--- src/hw/lcw_pkg.sv ---
package lcw_pkg;

    typedef enum logic [3:0] {
        OP_NONE          = 4'b0000,
        OP_AND           = 4'b0001,
        OP_OR            = 4'b0010,
        OP_XOR           = 4'b0011,
        OP_BYTE_COMPARE  = 4'b0100,
        OP_WORD_ADD      = 4'b0101,
        OP_WORD_SUBTRACT = 4'b0110,
        OP_WORD_COMPARE  = 4'b0111
    } lcw_op_t;

    typedef enum logic [1:0] {
        SRC_REG    = 2'b00,
        SRC_IMM    = 2'b01,
        SRC_SHORT  = 2'b10,
        SRC_OTHER  = 2'b11
    } lcw_src_t;

    typedef struct packed {
        logic top_bit;
        logic zero;
        logic nibble_carry;
        logic parity_ovf;
        logic carry_flag;
    } lcw_flags_t;

    typedef struct packed {
        lcw_op_t     op;
        lcw_src_t    src_kind;
        logic [15:0] dst;
        logic [15:0] src;
        logic [15:0] short_addr;
        logic        irq_ctl_write;
    } lcw_req_t;

    typedef struct packed {
        logic [15:0] value;
        logic        write;
        lcw_flags_t  flags;
    } lcw_res_t;

    localparam int          BYTE_MSB       = 7;
    localparam int          WORD_MSB       = 15;
    localparam logic [15:0] SHORT_LO       = 16'hfe20;
    localparam logic [15:0] SHORT_BYTE_HI  = 16'hff1f;
    localparam logic [15:0] SHORT_WORD_HI  = 16'hff1e;
    localparam logic [4:0]  FLAGS_RESET    = 5'h00;
    localparam logic        NIBBLE_UNDEF   = 1'b0;

endpackage

--- src/hw/lcw_alu.sv ---
module lcw_alu
    import lcw_pkg::*;
(
    // clock and reset
    input  wire logic        CLK_SYS,
    input  wire logic        NRST,
    // request from decoder
    input  wire logic        REQ_VALID,
    input  wire lcw_req_t    REQ,
    // result to register file
    output logic             RES_VALID,
    output logic             RES_WRITE,
    output logic [15:0]      RES_VALUE,
    output logic             RES_ADDR_ERR,
    // program status
    output lcw_flags_t       FLAGS,
    // interrupt acknowledge permission
    output logic             IRQ_ALLOW
);

    ////////////////////////////////////////////////////////////////////////////
    // operand range checks

    function automatic logic short_ok(input logic [15:0] a, input logic word);
        logic ok;
        ok = 1'b0;
        if (word) begin
            ok = (a >= SHORT_LO) && (a <= SHORT_WORD_HI) && !a[0];
        end else begin
            ok = (a >= SHORT_LO) && (a <= SHORT_BYTE_HI);
        end
        return ok;
    endfunction

    function automatic logic is_word_op(input lcw_op_t o);
        return (o == OP_WORD_ADD) || (o == OP_WORD_SUBTRACT) || (o == OP_WORD_COMPARE);
    endfunction

    ////////////////////////////////////////////////////////////////////////////
    // datapaths

    lcw_res_t   byte_res;
    lcw_res_t   word_res;
    lcw_res_t   sel_res;
    logic       word_op;
    logic       addr_bad;
    logic       known_op;

    lcw_flags_t flags_q;
    logic       res_valid_q;
    logic       res_write_q;
    logic [15:0] res_value_q;
    logic       addr_err_q;
    logic [1:0] irq_hold_q;
    logic       irq_allow_q;

    lcw_byte_unit u_byte (
        .op       (REQ.op),
        .dst      (REQ.dst[7:0]),
        .src      (REQ.src[7:0]),
        .flags_in (flags_q),
        .res      (byte_res)
    );

    lcw_word_unit u_word (
        .op       (REQ.op),
        .dst      (REQ.dst),
        .src      (REQ.src),
        .flags_in (flags_q),
        .res      (word_res)
    );

    assign word_op  = is_word_op(REQ.op);
    assign known_op = (REQ.op != OP_NONE);
    // immediates span the full width, so only short-direct is range checked
    assign addr_bad = (REQ.src_kind == SRC_SHORT) && !short_ok(REQ.short_addr, word_op);
    assign sel_res  = word_op ? word_res : byte_res;

    ////////////////////////////////////////////////////////////////////////////
    // flags

    always_ff @(posedge CLK_SYS or negedge NRST) begin
        if (!NRST) begin
            flags_q <= FLAGS_RESET;
        end else if (REQ_VALID && known_op && !addr_bad) begin
            flags_q <= sel_res.flags;
        end
    end

    ////////////////////////////////////////////////////////////////////////////
    // result

    always_ff @(posedge CLK_SYS or negedge NRST) begin
        if (!NRST) begin
            res_valid_q <= 1'b0;
            res_write_q <= 1'b0;
            res_value_q <= 16'h0000;
            addr_err_q  <= 1'b0;
        end else begin
            res_valid_q <= REQ_VALID && known_op;
            // rejected operands never reach the register file
            res_write_q <= REQ_VALID && known_op && !addr_bad && sel_res.write;
            res_value_q <= sel_res.value;
            addr_err_q  <= REQ_VALID && known_op && addr_bad;
        end
    end

    ////////////////////////////////////////////////////////////////////////////
    // interrupt shadow: the writing instruction and the next one

    // permission kept in its own flop so the port never carries decode glitches
    always_ff @(posedge CLK_SYS or negedge NRST) begin
        if (!NRST) begin
            irq_hold_q  <= 2'b00;
            irq_allow_q <= 1'b1;
        end else if (REQ_VALID && known_op) begin
            if (REQ.irq_ctl_write) begin
                irq_hold_q  <= 2'b10;
                irq_allow_q <= 1'b0;
            end else begin
                irq_hold_q  <= {1'b0, irq_hold_q[1]};
                irq_allow_q <= !irq_hold_q[1];
            end
        end
    end

    ////////////////////////////////////////////////////////////////////////////
    // outputs

    assign RES_VALID    = res_valid_q;
    assign RES_WRITE    = res_write_q;
    assign RES_VALUE    = res_value_q;
    assign RES_ADDR_ERR = addr_err_q;
    assign FLAGS        = flags_q;
    assign IRQ_ALLOW    = irq_allow_q;

endmodule

--- src/hw/lcw_byte_unit.sv ---
module lcw_byte_unit
    import lcw_pkg::*;
(
    // operation
    input  wire lcw_op_t    op,
    input  wire logic [7:0] dst,
    input  wire logic [7:0] src,
    input  wire lcw_flags_t flags_in,
    // result
    output lcw_res_t        res
);

    logic [8:0] diff;
    logic [4:0] low_diff;
    logic [7:0] low7_diff;
    logic [7:0] r;

    assign diff      = {1'b0, dst} - {1'b0, src};
    assign low_diff  = {1'b0, dst[3:0]} - {1'b0, src[3:0]};
    assign low7_diff = {1'b0, dst[6:0]} - {1'b0, src[6:0]};

    always_comb begin
        res       = '0;
        res.flags = flags_in;
        r         = 8'h00;
        case (op)
            OP_AND: r = dst & src;
            OP_OR:  r = dst | src;
            OP_XOR: r = dst ^ src;
            default: r = diff[7:0];
        endcase
        if (op == OP_AND || op == OP_OR || op == OP_XOR) begin
            res.value              = {8'h00, r};
            res.write              = 1'b1;
            res.flags.top_bit      = r[BYTE_MSB];
            res.flags.zero         = (r == 8'h00);
            res.flags.parity_ovf   = ~(^r);
            // nibble carry and carry left as they were
        end else if (op == OP_BYTE_COMPARE) begin
            res.write                = 1'b0;
            res.flags.top_bit        = r[BYTE_MSB];
            res.flags.zero           = (r == 8'h00);
            res.flags.nibble_carry   = low_diff[4];
            res.flags.parity_ovf     = low7_diff[7] ^ diff[8];
            res.flags.carry_flag     = diff[8];
        end
    end

endmodule

--- src/hw/lcw_word_unit.sv ---
module lcw_word_unit
    import lcw_pkg::*;
(
    // operation
    input  wire lcw_op_t     op,
    input  wire logic [15:0] dst,
    input  wire logic [15:0] src,
    input  wire lcw_flags_t  flags_in,
    // result
    output lcw_res_t         res
);

    logic [16:0] sum;
    logic [16:0] diff;
    logic [15:0] low_sum;
    logic [15:0] low_diff;
    logic        is_sub;
    logic [15:0] r;

    assign sum      = {1'b0, dst} + {1'b0, src};
    assign diff     = {1'b0, dst} - {1'b0, src};
    assign low_sum  = {1'b0, dst[14:0]} + {1'b0, src[14:0]};
    assign low_diff = {1'b0, dst[14:0]} - {1'b0, src[14:0]};
    assign is_sub   = (op == OP_WORD_SUBTRACT) || (op == OP_WORD_COMPARE);

    always_comb begin
        res       = '0;
        res.flags = flags_in;
        r         = is_sub ? diff[15:0] : sum[15:0];
        if (op == OP_WORD_ADD) begin
            res.value                = r;
            res.write                = 1'b1;
            res.flags.carry_flag     = sum[16];
            res.flags.parity_ovf     = low_sum[15] ^ sum[16];
        end else if (is_sub) begin
            res.value                = r;
            res.write                = (op == OP_WORD_SUBTRACT);
            res.flags.carry_flag     = diff[16];
            res.flags.parity_ovf     = low_diff[15] ^ diff[16];
        end
        if (op == OP_WORD_ADD || is_sub) begin
            res.flags.top_bit      = r[WORD_MSB];
            res.flags.zero         = (r == 16'h0000);
            // undefined by contract; driven low to keep it deterministic
            res.flags.nibble_carry = NIBBLE_UNDEF;
        end
    end

endmodule

--- config.mk ---
export PLATFORM = sky130hd
export DESIGN_NAME = lcw_alu
export DESIGN_NICKNAME = d
export VERILOG_FILES = /design/src/hw/lcw_pkg.sv /design/src/hw/lcw_alu.sv /design/src/hw/lcw_byte_unit.sv /design/src/hw/lcw_word_unit.sv
export SDC_FILE = /design/constraint.sdc
export NUM_CORES = 1
export LEC_CHECK = 0
export ABC_AREA = 1
export CAP_MARGIN = 20
export CORE_MARGIN = 3
export CORE_UTILIZATION = 30
export DETAILED_ROUTE_END_ITERATION = 12
export DONT_BUFFER_PORTS = 1
export GPL_TIMING_DRIVEN = 0
export HOLD_SLACK_MARGIN = 0.15
export PLACE_DENSITY_LB_ADDON = 0.08
export SLEW_MARGIN = 15
export SYNTH_ARGS = -nofsm -noshare
export SYNTH_HDL_FRONTEND = slang
export SYNTH_HIERARCHICAL = 1
export SYNTH_SLANG_ARGS = --single-unit
export TNS_END_PERCENT = 100
--- constraint.sdc ---
create_clock -name CLK_SYS -period 1.05 [get_ports CLK_SYS]
set_clock_uncertainty 0.15 [all_clocks]
set_input_delay 0.0525 -clock CLK_SYS [delete_from_list [all_inputs] [get_ports CLK_SYS]]
set_output_delay 0.0525 -clock CLK_SYS [all_outputs]
set_load 0.005 [all_outputs]
### After elaboration in Yosys (flattened, before gate mapping)

Index checks and enable logic that the tools add are counted.

* add/sub/neg operators: 7
* magnitude comparators: 3
* equal/unequal tests: 11
* multiplexer cells: 17
* bitwise operators: 7
* reductions and logical operators: 28

Operator list (number)
* $mux 17: 2
* $le 16x16->1 const B: 2
* $pmux 8 s3: 1
* $mux 22: 1
* $add 16x16->17: 1
* $sub 16x16->17: 1
* $add 15x15->16: 1
* $eq 4x3->1 const B: 4
* $ge 16x16->1 const B: 1
* $logic_not 16->1: 1
* $mux 16: 1
* $sub 15x15->16: 1
* $sub 8x8->9: 1
* $and 8x8->8: 1
* $eq 4x2->1 const B: 2
* $logic_and 1x1->1: 8
* $logic_not 8->1: 1
* $mux 8: 1
* $or 8x8->8: 1
* $reduce_and 4->1: 2
* $reduce_xor 8->1: 1
* $sub 7x7->8: 1
* $xor 8x8->8: 1
* $logic_or 1x1->1: 6
* 17 further kinds: 30

* flip-flop bits (word level): 27
* input bits: 58
* output and inout port bits: 25
* word-level logic and storage cells: 84

### Longest topological paths before layout

Gate-level depths: netlist (run 1).

* depth in word-level cells: 9
* gate-level depth with buffers: 23
* gate-level depth less buffers: 23

### Modules after synthesis

The synthesis (run 1) kept the hierarchy.

By module, submodules not included
* lcw_word_unit: instances 1, cells each 478, area each 2404.8 µm², seq. area each 0.0 µm²
* lcw_byte_unit: instances 1, cells each 208, area each 1282.5 µm², seq. area each 0.0 µm²
* lcw_alu: instances 1, cells each 115, area each 1233.7 µm², seq. area each 651.9 µm²

### Worst setup path after synthesis (run 1)

OpenSTA, ideal clock, no wires.

* path type: input -> register
* start: input port REQ[33] (netlist name)
* end: register flags_q, in the netlist FLAGS[1]
* setup time: 0.117 ns
* arrival time: 2.077 ns
* required time: 0.783 ns
* setup slack: -1.294 ns
* cell stages on the path: 22
* path buffers: 0
* cell sequence: inv_1 > ha_1 > fa_1 > inv_1 > nand4_1 > nand3_1 > nor2_1 > nor2_1 > nand2_1 > nand2_1 > inv_1 > ha_1 > xor2_1 > nand2_1 > nand2_1 > o21ai_2 > inv_1 > nand2_1 > nand2_1 > nand2_1 > nand3_1 > nand2_1

RTL lines
* start, declared: RTL line lcw_alu.sv:9 `input wire lcw_req_t REQ,`
* end signal, assigned: RTL line lcw_alu.sv:86 `flags_q <= sel_res.flags;`
* end, declared: RTL line lcw_alu.sv:49 `lcw_flags_t flags_q;`

==> results of run 1 <==
==> synth_stat cells, types with 2 or more instances <==
library cell  instances
o21ai_0              19
mux2_2                2
nand3b_1              2
clkinv_2              2
nand2_2               8
o211ai_1              2
fa_1                  3
nand3_2               2
buf_2                 2
nand2_4               2
inv_1               148
o21ai_2               2
inv_2                 9
dfrtp_1              25
buf_4                10
nand4_1               7
a21oi_1              30
a21oi_2               4
mux2_4               14
nor3_1                4
nand2_1             255
o211ai_2              3
nor2_2                4
nor2_1               73
o21bai_1              3
xor2_1                5
xnor2_1               3
buf_6                 7
and2_1                2
o22ai_1               2
ha_1                 61
nand3_1              63
clkbuf_8              2
nor2_4                3
nor3_2                2
==> cell families (layout without fill, tap and decap cells) <==
| family | after synthesis | in the layout | share of synthesized area, % |
|---|---|---|---|
| buf+inv | 182 | 229 | 16.27 |
| xor+xnor | 8 | 8 | 1.424 |
| mux | 16 | 16 | 4.729 |
| compound gates | 72 | 72 | 9.179 |
| fa+ha+maj | 64 | 64 | 16.73 |
| flops | 26 | 26 | 13.25 |
| other cells | 1 | 8 | 0.07620 |
| simple gates | 432 | 432 | 38.34 |
==> worst min path at each step <==
stage                          from           end  slack (ns)  depth (start not counted)
after floorplan                NRST      FLAGS[0]       -0.39                          0
after global placement         NRST  RES_VALUE[3]       -0.39                          0
after detailed placement       NRST  RES_VALUE[3]       -0.39                          0
after CTS                 REQ_VALID     RES_VALID       -0.17                          2
after global routing      REQ_VALID     RES_VALID       -0.16                          2
final                     REQ_VALID     RES_VALID       -0.16                          2
==> registers in the layout (all words and copies together) (netlist names) <==
name	count
RES_VALUE	16
FLAGS	5
IRQ_ALLOW	1
RES_WRITE	1
irq_hold_q	1
RES_VALID	1
RES_ADDR_ERR	1
==> power by group through the flow <==
stage / Combinational (W) / Sequential [W] / Clock (W)
2_1_floorplan: 0.00209 / 0.00119 / 0
3_3_place_gp: 0.00263 / 0.00123 / 0
3_5_place_dp: 0.00264 / 0.00123 / 0
4_1_cts: 0.00322 / 0.00121 / 0.00117
5_1_grt: 0.00395 / 0.00123 / 0.00120
6_report: 0.00356 / 0.00121 / 0.00114
==> critical path, cell delays in order <==
cell     delay (ns)
inv_12         0.02
ha_4           0.14
fa_2           0.37
inv_2          0.07
nand4_1        0.08
nand3_1        0.12
nor2_1         0.06
nor2_1         0.09
nand2_1        0.06
nand2_1        0.06
inv_2          0.04
ha_4           0.26
xor2_2         0.15
nand2_1        0.07
nand2_1        0.08
o21ai_2        0.05
inv_1          0.05
nand2_1        0.06
nand2_1        0.06
nand2_1        0.06
nand3_1        0.07
nand2_1        0.05
==> area by class of cell <==
cell class	instances	area [sq um]
Timing Repair Buffer	49	426.7
Multi-Input combinational cell	600	4636
Clock inverter	1	30.03
Sequential cell	26	651.9
Inverter	161	694.4
Fill cell	1664	9000
Tap cell	216	270.3
Clock buffer	3	75.07
Buffer	15	158.9
==> routing by layer <==
| layer | part of all wire (%) | GRT usage, % | vias up |
|---|---|---|---|
| met5 | 0 | 0 | - |
| met4 | 1.7 | 3.620 | 0 |
| met3 | 4.0 | 1.800 | 17 |
| met2 | 48 | 31.11 | 107 |
| met1 | 46 | 23.32 | 2303 |
| li1 | - | - | 2572 |
==> repair_timing <==
action	4_1_cts	5_1_grt
gates resized for setup	136	98
endpoints found under the hold margin	44	42
gates cloned	0	0
pin swaps	89	69
setup endpoints to repair	21	21
buffers inserted	36	18
==> through the flow <==
stage | hold WS, ns | power, W | setup WS [ns]
after floorplan | -0.3931 | 0.003272 | -1.222
after global placement | -0.3924 | 0.003856 | -1.500
after detailed placement | -0.3922 | 0.003866 | -1.517
after CTS | -0.1705 | 0.005596 | -1.040
after global routing | -0.1592 | 0.006378 | -1.217
final | -0.1641 | 0.005911 | -1.060
==> metrics.md, run 1 <==
| Metric | Value |
|---|---|
| Status | `finished, violations left` |
| Failing checks | `negative hold slack, negative setup slack` |
| Crit-path max FO | `4` |
| First-pass GRT wire length | `25670 microns` |
| Final hold slack | `-0.1641 ns` |
| Post-synthesis instance total | `801` |
| Setup crit end | `FLAGS[1]` |
| Area growth from synthesis to layout | `41.09%` |
| Worst setup SP type | `input pin` |
| Via density | `4.668` |
| Total CTS buffers | `3` |
| Routability Congestion | `0.8981` |
| Fin worst setup slack | `-1.060 ns` |
| Die Height | `134.1 microns` |
| Synth area leaders | `nand2_1 (19%), ha_1 (16%), dfrtp_1 (13%)` |
| Clock sink count | `26` |
| Inst Count DP | `1024` |
| Max-Cap Viols | `0` |
| ANT nets after route | `0` |
| Leading cell types in the layout, fill and taps excluded | `nand2_1 (171), inv_1 (111), nand2_2 (75)` |
| Std-Cell Rows | `46` |
| CTS tree | `built` |
| Share of post-route cells with drive strength above 1 | `42.69%` |
| Congestion Overflow GR | `0` |
| Synthesized area | `4921 sq um` |
| Clock power share | `19.2%` |
| Number of I/O pins | `83` |
| Maximum clock frequency | `0.4738 GHz` |
| Leak | `3.503 nW` |
| Commonest non-fill, non-tap cell in the layout | `nand2_1` |
| Worst EP arrival | `2.12 ns` |
| Initial Util | `30.87%` |
| Comb power frac | `60.3%` |
| Die width | `134.1 microns` |
| Synth warn | `6` |
| Internal | `0.003397 W` |
| Post-synthesis async set-or-reset flop share | `100.0%` |
| Switching part of the total | `42.54%` |
| Vias in the first global route | `5046` |
| Unrepaired setup endpoints after global routing | `yes` |
| Syn avg cell area | `6.144 sq um` |
| DP HPWL | `13080 microns` |
| Post-synth top area cell | `nand2_1` |
| CP endpoint kind | `flop` |
| Starting DRT DRC Count | `183` |
| Insertion delay to the later sink of the worst-skew pair | `0.26 ns` |
| Sequential area share after synthesis | `13.25%` |
| Die footprint | `17980 sq um` |
| Initial antenna violation count | `0` |
| Flop2flop setup slack | `-0.27 ns` |
| IO buf count | `0` |
| Fin nets | `978` |
| Hold/Removal Path Class | `in2reg` |
| Share of the synthesized area in the top cell type | `19.45%` |
| Core Region | `15940 sq um` |
| Max IR drop VDD | `0.0007047 V` |
| R2R Path Start | `FLAGS[1]` |
| Slew Viols, Final | `0` |
| Seq cells post-synth | `26` |
| Largest net degree at the start of global routing | `27` |
| Fin. Hold Viols | `11` |
| # hold bufs at CTS | `3` |
| Layout Utilization | `43.55%` |
| Drt wl/cell | `14.91 microns` |
| Worst Path Required | `1.06 ns` |
| Register-to-Register Path Depth | `6` |
| Main synth FF type | `dfrtp_1` |
| Power per cell area | `851.4 nW/um^2` |
| P_sw | `0.002515 W` |
| Post-synth EDFFs | `0` |
| Sequential power share | `20.5%` |
| Final instance area | `6943 sq um` |
| CTS root buf | `clkbuf_16` |
| Routed wire length | `15970 microns` |
| Tcrit/Tclk final | `201.0%` |
| ANT cells | `0` |
| Setup violators final | `20` |
| Via Count | `4999` |
| Setup TNS | `-9.738 ns` |
| Worst reg2reg path endpoint | `FLAGS[1]` |
| DP Area | `5675 sq um` |
| CP Class | `in2reg` |
| Number of remaining DRC errors | `0` |
| Crit path time final | `2.110 ns` |
| CP startpoint | `REQ[33]` |
| Drt pass-1 iters | `4` |
| Gr usage total | `17.59%` |
| Synth unique cells | `51` |
| Fin cells | `1071` |
| Clock Path Buffers | `2` |
| H-Tree Level Count | `1` |
| Clock slew at reported path FFs | `0.07 ns` |
(Power assumes the default switching activity.)
==> run 2: changes to the inputs <==
- PLACE_DENSITY: unset -> 0.54
- PLACE_DENSITY_LB_ADDON: 0.08 -> unset
==> run 2 against run 1 <==
- the run still ends with negative hold slack, negative setup slack left
- sequential power barely moved
- power fell by 4.0%
- design area fell by 2.0%
- routed wire length fell by 7.3%
- critical path type unchanged
- largest power group unchanged
==> metrics.md, run 2 (same netlist as run 1, synthesis figures left out) <==
| Metric | Value |
|---|---|
| Status | `finished, violations left (unchanged)` |
| Failing checks | `negative hold slack, negative setup slack (unchanged)` |
| Setup TNS | `-9.602 ns (was -9.738 ns)` |
| Max-Cap Viols | `0 (unchanged)` |
| Fin nets | `967 (was 978)` |
| Sequential power share | `21.3% (was 20.5%)` |
| Crit-path max FO | `4 (unchanged)` |
| Share of post-route cells with drive strength above 1 | `40.64% (was 42.69%)` |
| Crit path time final | `2.134 ns (was 2.110 ns)` |
| Starting DRT DRC Count | `233 (was 183)` |
| ANT nets after route | `0 (unchanged)` |
| Die footprint | `17980 sq um (unchanged)` |
| Clock sink count | `26 (unchanged)` |
| # hold bufs at CTS | `3 (unchanged)` |
| Die Height | `134.1 microns (unchanged)` |
| Final hold slack | `-0.1503 ns (was -0.1641 ns)` |
| Vias in the first global route | `4551 (was 5046)` |
| Worst setup SP type | `input pin (unchanged)` |
| Final instance area | `6805 sq um (was 6943 sq um)` |
| Core Region | `15940 sq um (unchanged)` |
| DP Area | `5675 sq um (unchanged)` |
| Number of remaining DRC errors | `0 (unchanged)` |
| Fillcell total | `1632 (was 1664)` |
| Leak | `3.480 nW (was 3.503 nW)` |
| Hold endpoint | `RES_VALID (unchanged)` |
| CP endpoint kind | `flop (unchanged)` |
| Number of I/O pins | `83 (unchanged)` |
| First-pass GRT wire length | `23170 microns (was 25670 microns)` |
| Maximum clock frequency | `0.4686 GHz (was 0.4738 GHz)` |
| Area growth from synthesis to layout | `38.29% (was 41.09%)` |
| Routability Congestion | `0.8962 (was 0.8981)` |
| Comb power frac | `59.8% (was 60.3%)` |
| DP HPWL | `11980 microns (was 13080 microns)` |
| Fin. Hold Viols | `10 (was 11)` |
| Worst reg2reg path endpoint | `FLAGS[1] (unchanged)` |
| R2R Path Start | `FLAGS[1] (unchanged)` |
| Worst Path Required | `1.10 ns (was 1.06 ns)` |
| IO buf count | `0 (unchanged)` |
| Hold depth | `2 (unchanged)` |
| Number of flip-flops under the largest register name | `16 (unchanged)` |
| Congestion Overflow GR | `0 (unchanged)` |
| Fin cells | `1060 (was 1071)` |
| Initial antenna violation count | `0 (unchanged)` |
| Slew Viols, Final | `0 (unchanged)` |
| ANT cells | `0 (unchanged)` |
| P_sw | `0.002354 W (was 0.002515 W)` |
| CP Class | `in2reg (unchanged)` |
| Fin worst setup slack | `-1.084 ns (was -1.060 ns)` |
| Flop2flop setup slack | `-0.27 ns (about the same)` |
| Insertion delay to the later sink of the worst-skew pair | `0.25 ns (was 0.26 ns)` |
| Routed wire length | `14810 microns (was 15970 microns)` |
| CTS tree | `built (unchanged)` |
| Worst EP arrival | `2.18 ns (was 2.12 ns)` |
| Tcrit/Tclk final | `203.2% (was 201.0%)` |
| Clock Path Buffers | `2 (unchanged)` |
| CTS root buf | `clkbuf_16 (unchanged)` |
| Drt wl/cell | `13.97 microns (was 14.91 microns)` |
| Inst Count DP | `1024 (unchanged)` |
| Total CTS buffers | `3 (unchanged)` |
| Hold/Removal Path Class | `in2reg (unchanged)` |
| Std-Cell Rows | `46 (unchanged)` |
| Leading cell types in the layout, fill and taps excluded | `nand2_1 (168), inv_1 (112), nand2_2 (78) (was nand2_1 (171), inv_1 (111), nand2_2 (75))` |
| Drt pass-1 iters | `4 (unchanged)` |
| Gr usage total | `15.70% (was 17.59%)` |
| Clock power share | `18.9% (was 19.2%)` |
| Power per cell area | `833.9 nW/um^2 (was 851.4 nW/um^2)` |
| H-Tree Level Count | `1 (unchanged)` |
| Via density | `4.633 (was 4.668)` |
| Unrepaired setup endpoints after global routing | `yes (unchanged)` |
| Hold Startpoint | `REQ_VALID (unchanged)` |
| Die width | `134.1 microns (unchanged)` |
| Max IR drop VDD | `0.0006636 V (was 0.0007047 V)` |
| Switching part of the total | `41.48% (was 42.54%)` |
| Largest net degree at the start of global routing | `27 (unchanged)` |
| Initial Util | `30.87% (unchanged)` |
| Register-to-Register Path Depth | `6 (unchanged)` |
| Clock slew at reported path FFs | `0.06 ns (was 0.07 ns)` |
| Setup violators final | `21 (was 20)` |
| Commonest non-fill, non-tap cell in the layout | `nand2_1 (unchanged)` |
| Via Count | `4911 (was 4999)` |
| Internal | `0.003321 W (was 0.003397 W)` |
| Total Power | `0.005675 W (was 0.005911 W)` |
run 2: cell types whose count changed in the layout (fill, tap and decap cells not counted), sizes merged:
cell,previous run,this run
inv,154,157
buf,61,50
clkinvlp,4,1
run 2: cell type report:
type                    count  area (sq um)  share of cell area [%]
multi-input cells         600          4543                   66.76
inverters                 161         705.7                   10.37
flip-flops and latches     26         651.9                   9.579
repair buffers             39         381.6                   5.608
well taps                 216         270.3                   3.971
plain buffers              14         147.6                   2.170
clock buffers               3         75.07                   1.103
clock inverters             1         30.03                  0.4413
run 2: layer usage:
layer,vias up,track usage (%),share of wire [%]
met4,0,3.111,1.6
met2,123,26.70,47
met1,2222,21.45,45
met5,-,0,0
li1,2549,-,-
met3,17,2.101,6.3
run 2: critical path, cell delays in order:
cell	delay, ns
inv_12	0.02
ha_4	0.14
fa_2	0.36
inv_2	0.07
nand3_1	0.11
nand2_2	0.13
a21oi_1	0.07
a21oi_1	0.13
ha_1	0.27
xor2_2	0.19
nand2_1	0.06
nand2_1	0.06
o21ai_2	0.13
inv_1	0.06
nand2_2	0.08
nand2_1	0.06
nand2_1	0.06
nand3_1	0.07
nand2_1	0.07
run 2: timing repair:
| item | CTS | global route |
|---|---|---|
| buffers inserted | 19 | 17 |
| gates resized for setup | 92 | 125 |
| pin swaps | 43 | 67 |
| endpoints found under the hold margin | 42 | 41 |
| gates cloned | 0 | 0 |
| endpoints found under the setup margin | 21 | 21 |
run 2: stage by stage:
stage	utilization (%)	hold WS, ns	worst slack [ns]
after detailed placement	35.60	-0.3925	-1.490
after CTS	39.33	-0.1544	-1.116
final	42.69	-0.1503	-1.084
after global routing	42.69	-0.1335	-1.312
after global placement	35.60	-0.3926	-1.475
after floorplan	-	-0.3931	-1.222
run 2: worst max-delay path by stage:
stage               startpoint        to  slack (ns)  cells past startpoint
global placement       REQ[33]  FLAGS[1]       -1.48                     22
global route           REQ[20]  FLAGS[1]       -1.31                     23
detailed placement     REQ[33]  FLAGS[1]       -1.49                     22
CTS                    REQ[33]  FLAGS[1]       -1.12                     22
finish                 REQ[33]  FLAGS[1]       -1.08                     19
floorplan              REQ[33]  FLAGS[1]       -1.22                     22
run 2: power groups by stage:
stage | Clock [W] | Sequential (W) | Combinational, W
5_1_grt | 0.00114 | 0.00123 | 0.00377
6_report | 0.00107 | 0.00121 | 0.00339
3_3_place_gp | 0 | 0.00123 | 0.00258
2_1_floorplan | 0 | 0.00119 | 0.00209
4_1_cts | 0.00111 | 0.00122 | 0.00293
3_5_place_dp | 0 | 0.00123 | 0.00258
==> run 3: changes to the inputs <==
- CORE_UTILIZATION: 30 -> 58
- PLACE_DENSITY: 0.54 -> 0.85
==> run 3 against run 2 <==
- the run still ends with negative hold slack, negative setup slack left
- first-iteration DRC count is 59% higher
- fmax is 2.8% lower
- setup slack worse by 0.062 ns
- core utilization is 44 points higher
- critical path depth is 3 higher
- routed wire length is 17% higher
- register-to-register slack hardly changed
- cell count is 8.9% lower
- critical path type unchanged
==> metrics.md, run 3 (same netlist as run 1, synthesis figures left out) <==
| Metric | Value |
|---|---|
| Status | `finished, violations left (unchanged)` |
| Failing checks | `negative hold slack, negative setup slack (unchanged)` |
| CP max stage delay | `0.32 ns (was 0.36 ns)` |
| Slowest cell on crit path | `ha_4 (was fa_2)` |
| Clock sink count | `26 (unchanged)` |
| Drt pass-1 iters | `5 (was 4)` |
| Area growth from synthesis to layout | `40.05% (was 38.29%)` |
| Worst EP arrival | `2.22 ns (was 2.18 ns)` |
| Total CTS buffers | `3 (unchanged)` |
| Setup violators final | `21 (unchanged)` |
| Vias in the first global route | `5334 (was 4551)` |
| Commonest non-fill, non-tap cell in the layout | `nand2_1 (unchanged)` |
| IO buf count | `0 (unchanged)` |
| Fin worst setup slack | `-1.146 ns (was -1.084 ns)` |
| Insertion delay to the later sink of the worst-skew pair | `0.27 ns (was 0.25 ns)` |
| DP HPWL | `11590 microns (was 11980 microns)` |
| Largest net degree at the start of global routing | `27 (unchanged)` |
| Crit path time final | `2.196 ns (was 2.134 ns)` |
| Fin. Hold Viols | `11 (was 10)` |
| Multi-input gate area | `4641 sq um (was 4543 sq um)` |
| DP Area | `5533 sq um (was 5675 sq um)` |
| Share of post-route cells with drive strength above 1 | `43.17% (was 40.64%)` |
| Crit-path max FO | `5 (was 4)` |
| Setup TNS | `-10.77 ns (was -9.602 ns)` |
| Via Count | `5591 (was 4911)` |
| Worst slew pin tran | `0.5570 ns` |
| Initial Util | `61.76% (was 30.87%)` |
| Power per cell area | `837.2 nW/um^2 (was 833.9 nW/um^2)` |
| Die Height | `98.11 microns (was 134.1 microns)` |
| Setup WS pre-CTS | `-1.428 ns (was -1.490 ns)` |
| First-pass GRT wire length | `25340 microns (was 23170 microns)` |
| Number of flip-flops under the largest register name | `16 (unchanged)` |
| Gr usage total | `31.32% (was 15.70%)` |
| Number of remaining DRC errors | `0 (unchanged)` |
| Max-Cap Viols | `0 (unchanged)` |
| Reg area | `651.9 sq um (unchanged)` |
| Initial antenna violation count | `0 (unchanged)` |
| Drt wl/cell | `17.99 microns (was 13.97 microns)` |
| Maximum clock frequency | `0.4554 GHz (was 0.4686 GHz)` |
| ANT nets after route | `0 (unchanged)` |
| CTS root buf | `clkbuf_8 (was clkbuf_16)` |
| Max IR drop VDD | `0.0006765 V (was 0.0006636 V)` |
| Final hold slack | `-0.1731 ns (was -0.1503 ns)` |
| Worst Path Required | `1.07 ns (was 1.10 ns)` |
| Leak | `3.567 nW (was 3.480 nW)` |
| Worst setup SP type | `input pin (unchanged)` |
| Slew Viols, Final | `0 (unchanged)` |
| Final instance area | `6892 sq um (was 6805 sq um)` |
| Fin cells | `966 (was 1060)` |
| Die footprint | `9626 sq um (was 17980 sq um)` |
| Die width | `98.11 microns (was 134.1 microns)` |
| Number of I/O pins | `83 (unchanged)` |
| CP Class | `in2reg (unchanged)` |
| Fillcell total | `441 (was 1632)` |
| Max_slew headroom | `62.87%` |
| Via density | `5.788 (was 4.633)` |
| Congestion Overflow GR | `0 (unchanged)` |
| Inst Count DP | `910 (was 1024)` |
| CP Cell Sequence | `inv_1 -> ha_4 -> inv_2 -> nand2_1 -> nand2_1 -> a21oi_2 -> nand3_1 -> nand2_1 -> nand2_1 -> nand2_1 -> inv_1 -> ha_1 -> xor2_1 -> nand2_1 -> nand2_1 -> o21ai_2 -> inv_1 -> nand2_1 -> nand2_1 -> nand2_1 -> nand3_1 -> nand2_1 (was inv_12 -> ha_4 -> fa_2 -> inv_2 -> nand3_1 -> nand2_2 -> a21oi_1 -> a21oi_1 -> ha_1 -> xor2_2 -> nand2_1 -> nand2_1 -> o21ai_2 -> inv_1 -> nand2_2 -> nand2_1 -> nand2_1 -> nand3_1 -> nand2_1)` |
| Unrepaired setup endpoints after global routing | `yes (unchanged)` |
| WP buf/inv | `4 (was 3)` |
| Clock Path Buffers | `2 (unchanged)` |
| CP endpoint kind | `flop (unchanged)` |
| Core Region | `7968 sq um (was 15940 sq um)` |
| Most used cell, CP | `nand2_1 (unchanged)` |
| ANT cells | `0 (unchanged)` |
| Starting DRT DRC Count | `371 (was 233)` |
| Leading cell types in the layout, fill and taps excluded | `nand2_1 (165), inv_1 (110), nand2_2 (75) (was nand2_1 (168), inv_1 (112), nand2_2 (78))` |
| Tcrit/Tclk final | `209.1% (was 203.2%)` |
| Std-Cell Rows | `32 (was 46)` |
| Hold/Removal Path Class | `in2reg (unchanged)` |
| CP delay by family, top | `simple AND/OR/NAND/NOR gates (was adder cells)` |
| Routed wire length | `17370 microns (was 14810 microns)` |
| H-Tree Level Count | `1 (unchanged)` |
| CTS tree | `built (unchanged)` |
| Routability Congestion | `0.9534 (was 0.8962)` |
| Clock slew at reported path FFs | `0.09 ns (was 0.06 ns)` |
| Fin nets | `987 (was 967)` |
## run 3: metrics by stage
| stage | hold slack (ns) | util, % | power, W |
|---|---|---|---|
| global route | -0.1893 | 86.50 | 0.006124 |
| finish | -0.1731 | 86.50 | 0.005770 |
| detailed placement | -0.3925 | 69.44 | 0.003786 |
| global placement | -0.3926 | 69.44 | 0.003724 |
| CTS | -0.1728 | 78.19 | 0.005079 |
| floorplan | -0.3931 | - | 0.003272 |
## run 3: area by class of cell
type                            instances  area share, %
Multi-Input combinational cell        600          67.34
Inverter                              161          10.35
Sequential cell                        26          9.459
Timing Repair Buffer                   58          7.879
Buffer                                 14          1.997
Tap cell                              102          1.852
Clock buffer                            3         0.5991
Clock inverter                          1         0.4357
Timing Repair inverter                  1        0.09078
## run 3: routing by layer
layer  GRT usage, %  wire length [microns]  up-vias
met5              0                      0        -
met4          5.751                    628        0
met3          3.214                   1474       75
met2          58.06                   8672      325
met1          39.38                   6599     2604
li1               -                      -     2587
## run 3: worst paths after layout
path / end / start / slack (ns) / cells after the start
worst max-delay path: FLAGS[1] / REQ[21] / -1.15 / 22
worst min-delay path: RES_VALID / REQ_VALID / -0.17 / 2
worst max register to register: FLAGS[1] / FLAGS[1] / -0.28 / 6
worst min register to register: IRQ_ALLOW / irq_hold_q[1] / 0.31 / 1
max in group asynchronous: IRQ_ALLOW / NRST / 0.23 / 2
min in group asynchronous: FLAGS[0] / NRST / 0.14 / 2
## run 3: repair_timing
item | CTS | global route
pin swaps | 73 | 67
hold buffers | 2 | 1
setup endpoints to repair | 21 | 22
gates resized for setup | 129 | 116
buffers inserted | 24 | 30
gates cloned | 0 | 2
endpoints found under the hold margin | 44 | 43
## run 3: where the power goes
part	switching (W)	internal, W	total (W)
logic	0.00217	0.00157	0.00374
clock network	0.000313	0.000510	0.000824
registers	0.000108	0.00110	0.00121
